**config.mk**
```make
export PLATFORM = sky130hd
export DESIGN_NAME = bdvs_regs
export DESIGN_NICKNAME = d
export VERILOG_FILES = /design/src/inc/bdvs_pkg.sv /design/src/rtl/bdvs_regs.sv
export SDC_FILE = /design/constraint.sdc
export NUM_CORES = 1
export LEC_CHECK = 0
export ABC_AREA = 1
export BUFFER_PORTS_ARGS = -buffer_cell sky130_fd_sc_hd__buf_2
export CAP_MARGIN = 25
export CORE_MARGIN = 5
export CORE_UTILIZATION = 49
export DETAILED_ROUTE_END_ITERATION = 6
export GPL_TIMING_DRIVEN = 0
export PLACE_DENSITY_LB_ADDON = 0.12
export REMOVE_ABC_BUFFERS = 1
export SLEW_MARGIN = 20
export SYNTH_ARGS = -nofsm -noshare
export SYNTH_HDL_FRONTEND = slang
export SYNTH_SLANG_ARGS = --single-unit
```
**constraint.sdc**
```tcl
create_clock -name sys_clk -period 3 [get_ports sys_clk]
set_clock_uncertainty 0.1 [all_clocks]
set_input_delay 0 -clock sys_clk [delete_from_list [all_inputs] [get_ports sys_clk]]
set_output_delay 0 -clock sys_clk [all_outputs]
set_load 0.1 [all_outputs]
```
**src/inc/bdvs_pkg.sv**
```systemverilog
// constants, types and register map of the buck target-voltage register bank
package bdvs_pkg;

    // bus slave address (7-bit) and register offsets
    localparam logic [6:0] BDVS_SLAVE_ADDR = 7'h3C;
    localparam logic [7:0] BDVS_OFS_BUCK1_NORMAL = 8'h17;
    localparam logic [7:0] BDVS_OFS_BUCK0_SCALED = 8'h1B;
    localparam logic [7:0] BDVS_OFS_BUCK1_SCALED = 8'h1C;

    // reset values
    localparam logic [7:0] BDVS_RST_BUCK0_SCALED = 8'h20;
    localparam logic [7:0] BDVS_RST_BUCK1_SCALED = 8'h10;
    localparam logic [7:0] BDVS_RST_ZERO = 8'h00;

    // factory field of the second buck's normal setting: bits 6..2
    localparam int BDVS_OTP_LSB = 2;
    localparam int BDVS_OTP_MSB = 6;
    localparam int BDVS_OTP_W = BDVS_OTP_MSB - BDVS_OTP_LSB + 1;

    // highest writable code per buck table
    localparam logic [7:0] BDVS_MAX_CODE_BUCK0 = 8'h40;
    localparam logic [7:0] BDVS_MAX_CODE_BUCK1 = 8'h4C;
    // codes at or below this are reserved in every step-down table
    localparam logic [7:0] BDVS_MAX_RESERVED_CODE = 8'h01;

    // serial bit counting
    localparam logic [3:0] BDVS_BITS_PER_BYTE = 4'h8;
    localparam logic [3:0] BDVS_LAST_TX_BIT = 4'h7;
    localparam logic [3:0] BDVS_CNT_ZERO = 4'h0;
    localparam logic [3:0] BDVS_CNT_ONE = 4'h1;
    localparam logic [7:0] BDVS_PTR_STEP = 8'h01;

    // number of scaled bucks
    localparam int BDVS_NBUCK = 2;

    // serial slave states
    typedef enum logic [2:0] {
        BDVS_ST_IDLE = 3'b000,
        BDVS_ST_ADDR = 3'b001,
        BDVS_ST_REG = 3'b010,
        BDVS_ST_WDATA = 3'b011,
        BDVS_ST_ACK = 3'b100,
        BDVS_ST_TX = 3'b101,
        BDVS_ST_TXACK = 3'b110,
        BDVS_ST_TXLD = 3'b111
    } bdvs_state_e;

    // pin-controlled scaling configuration from the general-purpose pin block
    typedef struct packed {
        logic pin_five_alt_enable; // 1 = pin five steers buck zero
        logic pin_five_polarity;   // 1 = pin five active-high
        logic pin_six_alt_enable;  // 1 = pin six steers buck one
        logic pin_six_polarity;    // 1 = pin six active-high
    } bdvs_dvs_ctrl_s;

endpackage

```
**src/rtl/bdvs_regs.sv**
```systemverilog
// buck target-voltage registers with serial slave and pin-driven scaling select
`timescale 1ns/1ns
`default_nettype none
// How it works
// - answer serial accesses at slave address 0x3C
// - second buck normal setting register at 0x17
// - reset loads bit7, bits1:0 zero, rest factory
// - first buck scaled register 0x1B, reset 0x20
// - second buck scaled register 0x1C, reset 0x10
// - pin five steers first buck when enabled
// - active pin five picks scaled, else normal
// - pin six steers second buck when enabled
// - active pin six picks second buck scaled
// - inactive pin six picks second buck normal
// - codes 0x00 and 0x01 are reserved
// - second buck writes above 0x4C ignored
// - first buck writes above 0x40 ignored
module bdvs_regs
(
    input wire logic sys_clk, // 250 MHz system clock
    input wire logic nrst, // asynchronous reset, active low
    input wire logic global_shutdown, // one-cycle pulse, returns registers to reset values
    input wire logic [bdvs_pkg::BDVS_OTP_W-1:0] otp_buck1_bits, // factory bits for 6..2
    input wire logic [7:0] buck0_normal_target, // first buck normal code, held elsewhere
    input wire bdvs_pkg::bdvs_dvs_ctrl_s dvs_ctrl, // alternate-mode and polarity bits
    input wire logic general_io_pin_five, // asynchronous pin, scaling select for buck zero
    input wire logic general_io_pin_six, // asynchronous pin, scaling select for buck one
    input wire logic scl_in, // serial clock pin
    input wire logic sda_in, // serial data pin level
    output logic sda_out, // serial data drive value, always low
    output logic sda_oe, // serial data drive enable, high pulls line low
    output logic [7:0] buck0_target_code, // selected first buck target code
    output logic [7:0] buck1_target_code, // selected second buck target code
    output logic buck0_code_reserved, // selected first buck code is reserved
    output logic buck1_code_reserved // selected second buck code is reserved
);
    import bdvs_pkg::*;

    // pin synchronisers: stage one is read only by stage two
    logic [3:0] sync1_reg; // first stage: scl, sda, pin five, pin six
    logic [3:0] sync2_reg; // second stage
    logic [1:0] bus_prev_reg; // previous scl, sda for edge detection
    // serial slave state
    bdvs_state_e st_reg, st_next; // slave state
    bdvs_state_e after_ack_reg, after_ack_next; // state following an ack
    logic [7:0] sh_reg, sh_next; // shift register
    logic [3:0] cnt_reg, cnt_next; // bit counter
    logic [7:0] ptr_reg, ptr_next; // register pointer
    logic oe_reg, oe_next; // data line pull-down
    logic wr_en; // accepted data byte strobe
    logic [7:0] rd_byte; // read data at pointer
    // register bank state
    logic [7:0] buck1_normal_target_reg, buck1_normal_target_next; // second buck normal
    logic [7:0] buck0_scaled_target_reg, buck0_scaled_target_next; // first buck scaled
    logic [7:0] buck1_scaled_target_reg, buck1_scaled_target_next; // second buck scaled
    logic otp_loaded_reg, otp_loaded_next; // factory bits captured
    // target selection state, one entry per buck
    logic [7:0] tgt_reg [BDVS_NBUCK], tgt_next [BDVS_NBUCK]; // selected code
    logic rsv_reg [BDVS_NBUCK], rsv_next [BDVS_NBUCK]; // reserved flag
    // synchronised levels, edges and start/stop conditions
    wire logic scl_s = sync2_reg[0]; // serial clock level
    wire logic sda_s = sync2_reg[1]; // serial data level
    wire logic scl_rise = scl_s & ~bus_prev_reg[0]; // clock rose
    wire logic scl_fall = ~scl_s & bus_prev_reg[0]; // clock fell
    wire logic bus_start = scl_s & bus_prev_reg[0] & bus_prev_reg[1] & ~sda_s; // start
    wire logic bus_stop = scl_s & bus_prev_reg[0] & ~bus_prev_reg[1] & sda_s; // stop
    // two-flop synchroniser and edge history
    always_ff @(posedge sys_clk or negedge nrst)
    begin
        if (!nrst)
        begin
            sync1_reg <= 4'hF;
            sync2_reg <= 4'hF;
            bus_prev_reg <= 2'h3;
        end
        else
        begin
            sync1_reg <= {general_io_pin_six, general_io_pin_five, sda_in, scl_in};
            sync2_reg <= sync1_reg;
            bus_prev_reg <= sync2_reg[1:0];
        end
    end
    // read mux, unmapped offsets read zero
    always_comb
    begin
        case (ptr_reg)
            BDVS_OFS_BUCK1_NORMAL: rd_byte = buck1_normal_target_reg;
            BDVS_OFS_BUCK0_SCALED: rd_byte = buck0_scaled_target_reg;
            BDVS_OFS_BUCK1_SCALED: rd_byte = buck1_scaled_target_reg;
            default: rd_byte = BDVS_RST_ZERO;
        endcase
    end
    // serial slave next state
    always_comb
    begin
        st_next = st_reg;
        after_ack_next = after_ack_reg;
        sh_next = sh_reg;
        cnt_next = cnt_reg;
        ptr_next = ptr_reg;
        oe_next = oe_reg;
        wr_en = 1'b0;
        if (bus_stop)
        begin
            st_next = BDVS_ST_IDLE; // stop releases the line and idles
            oe_next = 1'b0;
        end
        else if (bus_start)
        begin
            st_next = BDVS_ST_ADDR; // start or repeated start: address byte next
            cnt_next = BDVS_CNT_ZERO;
            oe_next = 1'b0;
        end
        else
        begin
            case (st_reg)
                BDVS_ST_IDLE: oe_next = 1'b0;
                BDVS_ST_ADDR, BDVS_ST_REG, BDVS_ST_WDATA:
                begin
                    if (scl_rise && cnt_reg != BDVS_BITS_PER_BYTE)
                    begin
                        sh_next = {sh_reg[6:0], sda_s}; // sample one bit, msb first
                        cnt_next = cnt_reg + BDVS_CNT_ONE;
                    end
                    else if (scl_fall && cnt_reg == BDVS_BITS_PER_BYTE)
                    begin
                        oe_next = 1'b1; // whole byte in: act on it and acknowledge
                        st_next = BDVS_ST_ACK;
                        if (st_reg == BDVS_ST_ADDR)
                        begin
                            if (sh_reg[7:1] == BDVS_SLAVE_ADDR)
                                after_ack_next = sh_reg[0] ? BDVS_ST_TX : BDVS_ST_REG;
                            else
                            begin
                                oe_next = 1'b0; // other address: stay off the line
                                st_next = BDVS_ST_IDLE;
                            end
                        end
                        else if (st_reg == BDVS_ST_REG)
                        begin
                            ptr_next = sh_reg; // pointer byte
                            after_ack_next = BDVS_ST_WDATA;
                        end
                        else
                        begin
                            wr_en = 1'b1; // data byte: write and advance pointer
                            ptr_next = ptr_reg + BDVS_PTR_STEP;
                            after_ack_next = BDVS_ST_WDATA;
                        end
                    end
                end
                BDVS_ST_ACK:
                begin
                    if (scl_fall)
                    begin
                        cnt_next = BDVS_CNT_ZERO;
                        if (after_ack_reg == BDVS_ST_TX)
                        begin
                            sh_next = rd_byte; // read: put out first data bit
                            oe_next = ~rd_byte[7];
                            st_next = BDVS_ST_TX;
                        end
                        else
                        begin
                            oe_next = 1'b0;
                            st_next = after_ack_reg;
                        end
                    end
                end
                BDVS_ST_TX:
                begin
                    if (scl_fall)
                    begin
                        if (cnt_reg == BDVS_LAST_TX_BIT)
                        begin
                            oe_next = 1'b0; // byte sent: release for master ack
                            st_next = BDVS_ST_TXACK;
                        end
                        else
                        begin
                            sh_next = {sh_reg[6:0], 1'b0};
                            oe_next = ~sh_reg[6];
                            cnt_next = cnt_reg + BDVS_CNT_ONE;
                        end
                    end
                end
                BDVS_ST_TXACK:
                begin
                    if (scl_rise)
                    begin
                        st_next = sda_s ? BDVS_ST_IDLE : BDVS_ST_TXLD; // nack ends, ack advances
                        ptr_next = sda_s ? ptr_reg : ptr_reg + BDVS_PTR_STEP;
                    end
                end
                BDVS_ST_TXLD:
                begin
                    if (scl_fall)
                    begin
                        sh_next = rd_byte; // next byte of a burst read
                        oe_next = ~rd_byte[7];
                        cnt_next = BDVS_CNT_ZERO;
                        st_next = BDVS_ST_TX;
                    end
                end
                default:
                begin
                    st_next = BDVS_ST_IDLE;
                    oe_next = 1'b0;
                end
            endcase
        end
    end
    // serial slave registers
    always_ff @(posedge sys_clk or negedge nrst)
    begin
        if (!nrst)
        begin
            st_reg <= BDVS_ST_IDLE;
            after_ack_reg <= BDVS_ST_IDLE;
            sh_reg <= BDVS_RST_ZERO;
            cnt_reg <= BDVS_CNT_ZERO;
            ptr_reg <= BDVS_RST_ZERO;
            oe_reg <= 1'b0;
        end
        else
        begin
            st_reg <= st_next;
            after_ack_reg <= after_ack_next;
            sh_reg <= sh_next;
            cnt_reg <= cnt_next;
            ptr_reg <= ptr_next;
            oe_reg <= oe_next;
        end
    end
    // register bank next values: shutdown, factory load, filtered writes
    always_comb
    begin
        buck1_normal_target_next = buck1_normal_target_reg;
        buck0_scaled_target_next = buck0_scaled_target_reg;
        buck1_scaled_target_next = buck1_scaled_target_reg;
        otp_loaded_next = otp_loaded_reg;
        if (global_shutdown)
        begin
            buck1_normal_target_next = BDVS_RST_ZERO;
            buck0_scaled_target_next = BDVS_RST_BUCK0_SCALED;
            buck1_scaled_target_next = BDVS_RST_BUCK1_SCALED;
            otp_loaded_next = 1'b0; // back to reset values, factory bits reload next cycle
        end
        else if (!otp_loaded_reg)
        begin
            buck1_normal_target_next = BDVS_RST_ZERO;
            buck1_normal_target_next[BDVS_OTP_MSB:BDVS_OTP_LSB] = otp_buck1_bits;
            otp_loaded_next = 1'b1; // bit 7 and bits 1:0 zero, bits 6:2 from factory
        end
        else if (wr_en)
        begin
            case (ptr_reg)
                BDVS_OFS_BUCK1_NORMAL:
                    if (sh_reg <= BDVS_MAX_CODE_BUCK1)
                        buck1_normal_target_next = sh_reg;
                BDVS_OFS_BUCK0_SCALED:
                    if (sh_reg <= BDVS_MAX_CODE_BUCK0)
                        buck0_scaled_target_next = sh_reg;
                BDVS_OFS_BUCK1_SCALED:
                    if (sh_reg <= BDVS_MAX_CODE_BUCK1)
                        buck1_scaled_target_next = sh_reg;
                default: otp_loaded_next = otp_loaded_reg; // unmapped offset: write dropped
            endcase
        end
    end
    // register bank flops
    always_ff @(posedge sys_clk or negedge nrst)
    begin
        if (!nrst)
        begin
            buck1_normal_target_reg <= BDVS_RST_ZERO;
            buck0_scaled_target_reg <= BDVS_RST_BUCK0_SCALED;
            buck1_scaled_target_reg <= BDVS_RST_BUCK1_SCALED;
            otp_loaded_reg <= 1'b0;
        end
        else
        begin
            buck1_normal_target_reg <= buck1_normal_target_next;
            buck0_scaled_target_reg <= buck0_scaled_target_next;
            buck1_scaled_target_reg <= buck1_scaled_target_next;
            otp_loaded_reg <= otp_loaded_next;
        end
    end
    // per-buck target selection
    genvar gi;
    generate
        for (gi = 0; gi < BDVS_NBUCK; gi = gi + 1)
        begin : g_sel
            logic en; // alternate mode enabled
            logic pol; // 1 = active-high pin
            logic pin; // synchronised pin level
            logic [7:0] normal_code; // normal setting for this buck
            logic [7:0] scaled_code; // scaled setting for this buck
            // per-buck sources; active pin with enable picks scaled, otherwise normal
            always_comb
            begin
                en = (gi == 0) ? dvs_ctrl.pin_five_alt_enable : dvs_ctrl.pin_six_alt_enable;
                pol = (gi == 0) ? dvs_ctrl.pin_five_polarity : dvs_ctrl.pin_six_polarity;
                pin = sync2_reg[gi + 2];
                normal_code = (gi == 0) ? buck0_normal_target : buck1_normal_target_reg;
                scaled_code = (gi == 0) ? buck0_scaled_target_reg : buck1_scaled_target_reg;
                if (en && (pin == pol))
                    tgt_next[gi] = scaled_code;
                else
                    tgt_next[gi] = normal_code;
                rsv_next[gi] = (tgt_next[gi] <= BDVS_MAX_RESERVED_CODE);
            end
            // selection flops
            always_ff @(posedge sys_clk or negedge nrst)
            begin
                if (!nrst)
                begin
                    tgt_reg[gi] <= BDVS_RST_ZERO;
                    rsv_reg[gi] <= 1'b0;
                end
                else
                begin
                    tgt_reg[gi] <= tgt_next[gi];
                    rsv_reg[gi] <= rsv_next[gi];
                end
            end
        end
    endgenerate
    // outputs straight from flops, sda_out tied low
    assign buck0_target_code = tgt_reg[0];
    assign buck1_target_code = tgt_reg[1];
    assign buck0_code_reserved = rsv_reg[0];
    assign buck1_code_reserved = rsv_reg[1];
    assign sda_oe = oe_reg;
    assign sda_out = 1'b0; // open drain: only the enable moves
endmodule
`default_nettype wire

```
Word-level counts from Yosys, hierarchy flattened:

Cells that the tools add are included.

* add/sub/neg operators: 2
* $mul: 0
* order comparisons: 4
* reduce and logical (&&, ||, !) cells: 27
* shift operators: 0
* divide/modulo/power cells: 0
* equal/unequal tests: 43
* bitwise gates (word level): 16
* mux-type cells: 74

Operators by type and width (count)
* 8-bit two-way mux: 28
* 3-bit two-way mux: 16
* 4-bit != test (second input constant): 8
* 8-bit one-hot mux with 4 select lines: 1
* 8-bit by 5-bit == test with 1-bit output (second input constant): 3
* 8-bit one-hot mux with 3 select lines: 1
* 2-bit != test (second input constant): 11
* 4-bit two-way mux: 5
* 1-bit two-way mux: 19
* 6-bit AND reduction: 3
* 8-bit by 1-bit less-or-equal comparator with 1-bit output (second input constant): 2
* 8-bit by 7-bit less-or-equal comparator with 1-bit output (second input constant): 2
* 8-bit one-hot mux with 2 select lines: 1
* 8-bit AND reduction: 2
* 3-bit == test (second input constant): 5
* 3-bit one-hot mux with 5 select lines: 1
* 2-bit nonzero test: 7
* 7-bit nonzero test: 2
* 3-bit != test (second input constant): 4
* 4-bit one-hot mux with 3 select lines: 1
* 1-bit NOT: 9
* 9-bit AND reduction: 1
* 8-bit by 1-bit adder with 8-bit output (second input constant): 1
* 4-bit AND reduction: 2
* 18 further kinds: 31

* memory bits (read-only): 0
* memories kept: 0
* RAM bits: 0
* latch bits: 0
* input bits: 24
* flip-flop bits (word level): 80

Depth between registers and ports, before layout:

* depth in word-level cells: 11
* gate-level depth with buffers: 11
* mapped depth without buffers: 11

Worst setup path before layout:

Ideal clock, no wire load.

* path type: register to register
* from: register cnt_reg[0]
* to: register buck0_scaled_target_reg[0]
* stages on the path, launching flop included: 10
* setup slack: 1392 ps
* library setup time: 117 ps
* required time: 2783 ps
* arrival: 1391 ps
* clock period less this slack: 1608 ps
* path buffers: 0
* cell sequence: dfrtp_1 > inv_1 > ha_1 > nand3_2 > nor2_1 > nand2_1 > o21ai_1 > nand3_1 > nand2_1 > nand2_1

* cells in the longest elaborated chain, start to end: 9
* elaborated cells between the ends (all ways): 11
* classes of those cells: 2 x eq/ne; 5 x mux; 4 x reduce/logical

RTL lines
* start: declaration: RTL line bdvs_regs.sv:47 `logic [3:0] cnt_reg, cnt_next;`
* start signal: assignment: RTL line bdvs_regs.sv:230 `cnt_reg <= cnt_next;`
* 4-bit == test: RTL line bdvs_regs.sv:125 `else if (scl_fall && cnt_reg == BDVS_BITS_PER_BYTE)`
* 1-bit logical AND: RTL line bdvs_regs.sv:125
* 1-bit two-way mux: RTL line bdvs_regs.sv:125
* 1-bit two-way mux (*): RTL line bdvs_regs.sv:120 `if (scl_rise && cnt_reg != BDVS_BITS_PER_BYTE)`
* 1-bit two-way mux (*): RTL line bdvs_regs.sv:116 `case (st_reg)`
* 1-bit two-way mux (*): RTL line bdvs_regs.sv:108 `else if (bus_start)`
* 1-bit two-way mux (*): RTL line bdvs_regs.sv:103 `if (bus_stop)`
* 2-bit nonzero test (no line) (*)
* 4-bit AND reduction (no line) (*)
* end signal: assignment: RTL line bdvs_regs.sv:284 `buck0_scaled_target_reg <= buck0_scaled_target_next;`
* end: declaration: RTL line bdvs_regs.sv:54 `logic [7:0] buck0_scaled_target_reg, buck0_scaled_target_next;`

Every way passes the cells marked *; elsewhere a longest branch is shown, timed or not.
A chain may end at the register's enable or synchronous reset.

==> results.cfg <==
[logic_synthesis]
synth_cells = 585
yosysUniqueCellTypes = 37
ys_seq_elements = 80
yosys_warnings = 0
synth_top_area_share = 0.375
syn_area_per_cell_sq_um = 7.75
synth_top_area_cell = dfrtp_1
syn-cell-area_sq_um = 4530
yosysSeqAreaShare = 0.445
synth_area_leaders = dfrtp_1 (38%), nand2_1 (14%), nand3_1 (8.9%), dfstp_2 (7.0%), nor2_1 (6.0%)

[sta]
max_slew_margin = 0.596
hold_viol = 0
finalSetupViolCount = 0
rsz0062_at_grt = false
timing.final.crit_share = 0.722
slew_violations = 0
max_freq_mhz = 462
fin_ws_ns = 0.834
period_needed_ns = 2.17
fin_tns_setup_ns = 0
tightest_slew_ns = 0.606

[critical_path]
cp.required_ns = 3.21
r2r_cells = 6
critical_path.startpoint_type = flip-flop
end_kind = flip-flop
worst_ep_arrival_time_ns = 2.37
ff2ff_setup_slack_ns = 0.83
crit_end = buck0_code_reserved
crit_fanout = 11
critical_path_class = flip-flop to flip-flop
critPathLaunch = sync2_reg[2]
r2r_end = buck0_code_reserved
reg2reg_from = sync2_reg[2]

[final_layout]
drive_gt1_frac = 0.209
final_cells = 771
final_util = 0.579
diodes = 0
syn_to_final_growth_pct = 16.3
n_fill_cell = 837
nets = 683

[pwr]
peakVddDrop_mv = 0.326
powerDensity_nw_per_um2 = 799
total_power_mw = 4.21
cellLeakagePower_nw = 2.62

[die]
die_w_um = 106
die_y_um = 106
die-area_sq_um = 11300
core_area_sq_um = 9110
rows = 35
start_util = 0.498
io_pins = 44

[global_route]
grt_pass1_vias = 3900
grt_pass1_wl_mm = 18.9
gr-total-overflow = 0
grt_max_degree = 50
track_usage = 0.208
grt_antenna_before_repair = 0

[clocking]
numCtsBuffers = 9
cts-resized-gates = 0
clk_path_buf_depth = 2
clk_latency_ns = 0.36
htree_levels = 3
cts-root-buf = clkbuf_8
cts_sinks = 80
cts.clk_slew.worst_paths_ns = 0.10
cts_setup_buffers = 0
holdBufCountCts = 27
cts_tree = done

[placed_design]
placed_cells = 728
place_congestion = 0.920
post-place-ws_ns = 0.922
io_buffers = 42
hpwl_mm = 8.00

[drt]
dr_total_vias = 3995
drt_iter0_markers = 243
wl_met1_mm = 4.98
drc = 0
drt-total-wl_mm = 11.1
drtAntennaViolNets = 0
via_per_inst = 5.18
dr_wl_met3_um = 513
wl_met2_mm = 5.37
routedWlPerCell_um = 14.4
firstDrtPassIters = 6
highest_layer = met4

[run]
drv_cap = 0

[outcome]
status = complete, no violations

[worst_hold_path]
hold_path.class = input pin to asynchronous set/reset pin
[power by group]
group          switching, mW  internal (mW)  total, mW
logic                   1.28          0.522       1.81
clock network          0.436          0.333      0.769
registers              0.296           1.34       1.63
total                   2.02           2.19       4.21
[metal layers]
metal | vias to the layer above | global-route usage
met1 | 1840 | 0.282
li1 | 2006 | -
met4 | 0 | 0.0833
met2 | 126 | 0.336
met5 | - | 0
met3 | 23 | 0.0304
[synth_stat cells]
master,instances
xnor2_2,2
o21ai_1,5
inv_2,7
clkbuf_1,1
nor2_8,2
buf_8,1
nand2_2,18
nand2_1,163
nand4_1,5
o21ai_2,9
mux2_2,2
a31oi_1,5
xor2_1,1
nand2_4,5
buf_4,3
buf_6,3
nand3_2,4
a21oi_1,5
nor3_1,2
dfrtp_1,68
dfstp_2,12
clkinv_1,1
buf_2,3
nand3_4,2
nor2_4,9
or2_2,1
o21ai_0,25
nand3_1,81
inv_1,52
nand3b_1,1
conb_1,1
nor2_1,72
nor2_2,4
xnor2_1,1
o211ai_1,3
ha_1,4
inv_4,2
[critical path: stages, from the launching register on]
cell and delay [ns]:
dfstp_2 0.55, xnor2_2 0.15, nand2_1 0.27, o21ai_0 0.29, nand3_1 0.10, dlygate4sd3_1 0.56, nor2_1 0.09
[metrics by stage]
stage	instance area, sq um	hold slack (ns)
6_report	5270	0.0984
3_5_place_dp	4810	-0.0486
5_1_grt	5270	0.167
4_1_cts	5270	0.102
2_1_floorplan	4440	-0.396
3_3_place_gp	4790	0.00435
[placed cells by master, fill, tap and decap left out, types with 2 or more instances in the layout]
cell type      netlist  layout
clkinvlp_4           0       2
o21ai_2              9       9
dlygate4sd3_1        0      27
nor2_1              72      72
clkbuf_8             0      10
inv_2                7       7
dfstp_2             12      12
nor2_8               2       2
mux2_2               2       2
o21ai_1              5       5
nand3_1             81      81
inv_1               52      52
inv_4                2       2
nand3_4              2       2
nor2_2               4       4
xnor2_2              2       2
nor2_4               9       9
a31oi_1              5       5
ha_1                 4       4
a21oi_1              5       5
nand3_2              4       4
dfrtp_1             68      68
nand4_1              5       5
buf_2                3      41
o21ai_0             25      25
o211ai_1             3       3
nor3_1               2       2
inv_6                0       3
nand2_2             18      18
nand2_4              5       5
nand2_1            163     163
[kinds of logic after synthesis]
family / share of synthesized area
AOI/OAI and AO/OA: 0.0679
and+or+nand+nor: 0.387
buffers and inverters: 0.0723
adders and majority gates: 0.0110
DFF: 0.445
xor gates and xnor gates: 0.0110
muxes: 0.00497
other: 0.000827
[worst min-delay path by stage]
stage                                            end
after floorplan                     after_ack_reg[0]
after global placement                  sync1_reg[0]
after detailed placement  buck1_normal_target_reg[7]
after CTS                       buck0_target_code[6]
after global routing      buck1_normal_target_reg[7]
final                     buck1_normal_target_reg[7]
[area by class of cell]
| cell class | count | area [sq um] | share of cell area |
|---|---|---|---|
| inverter | 62 | 238 | 0.0451 |
| multi-input combinational | 432 | 2190 | 0.415 |
| timing repair buffer | 70 | 503 | 0.0954 |
| clock inverter | 6 | 50.0 | 0.00949 |
| sequential | 80 | 2020 | 0.383 |
| tap | 111 | 139 | 0.0263 |
| clock buffer | 10 | 138 | 0.0261 |
Power figures use the tool's default switching activity.
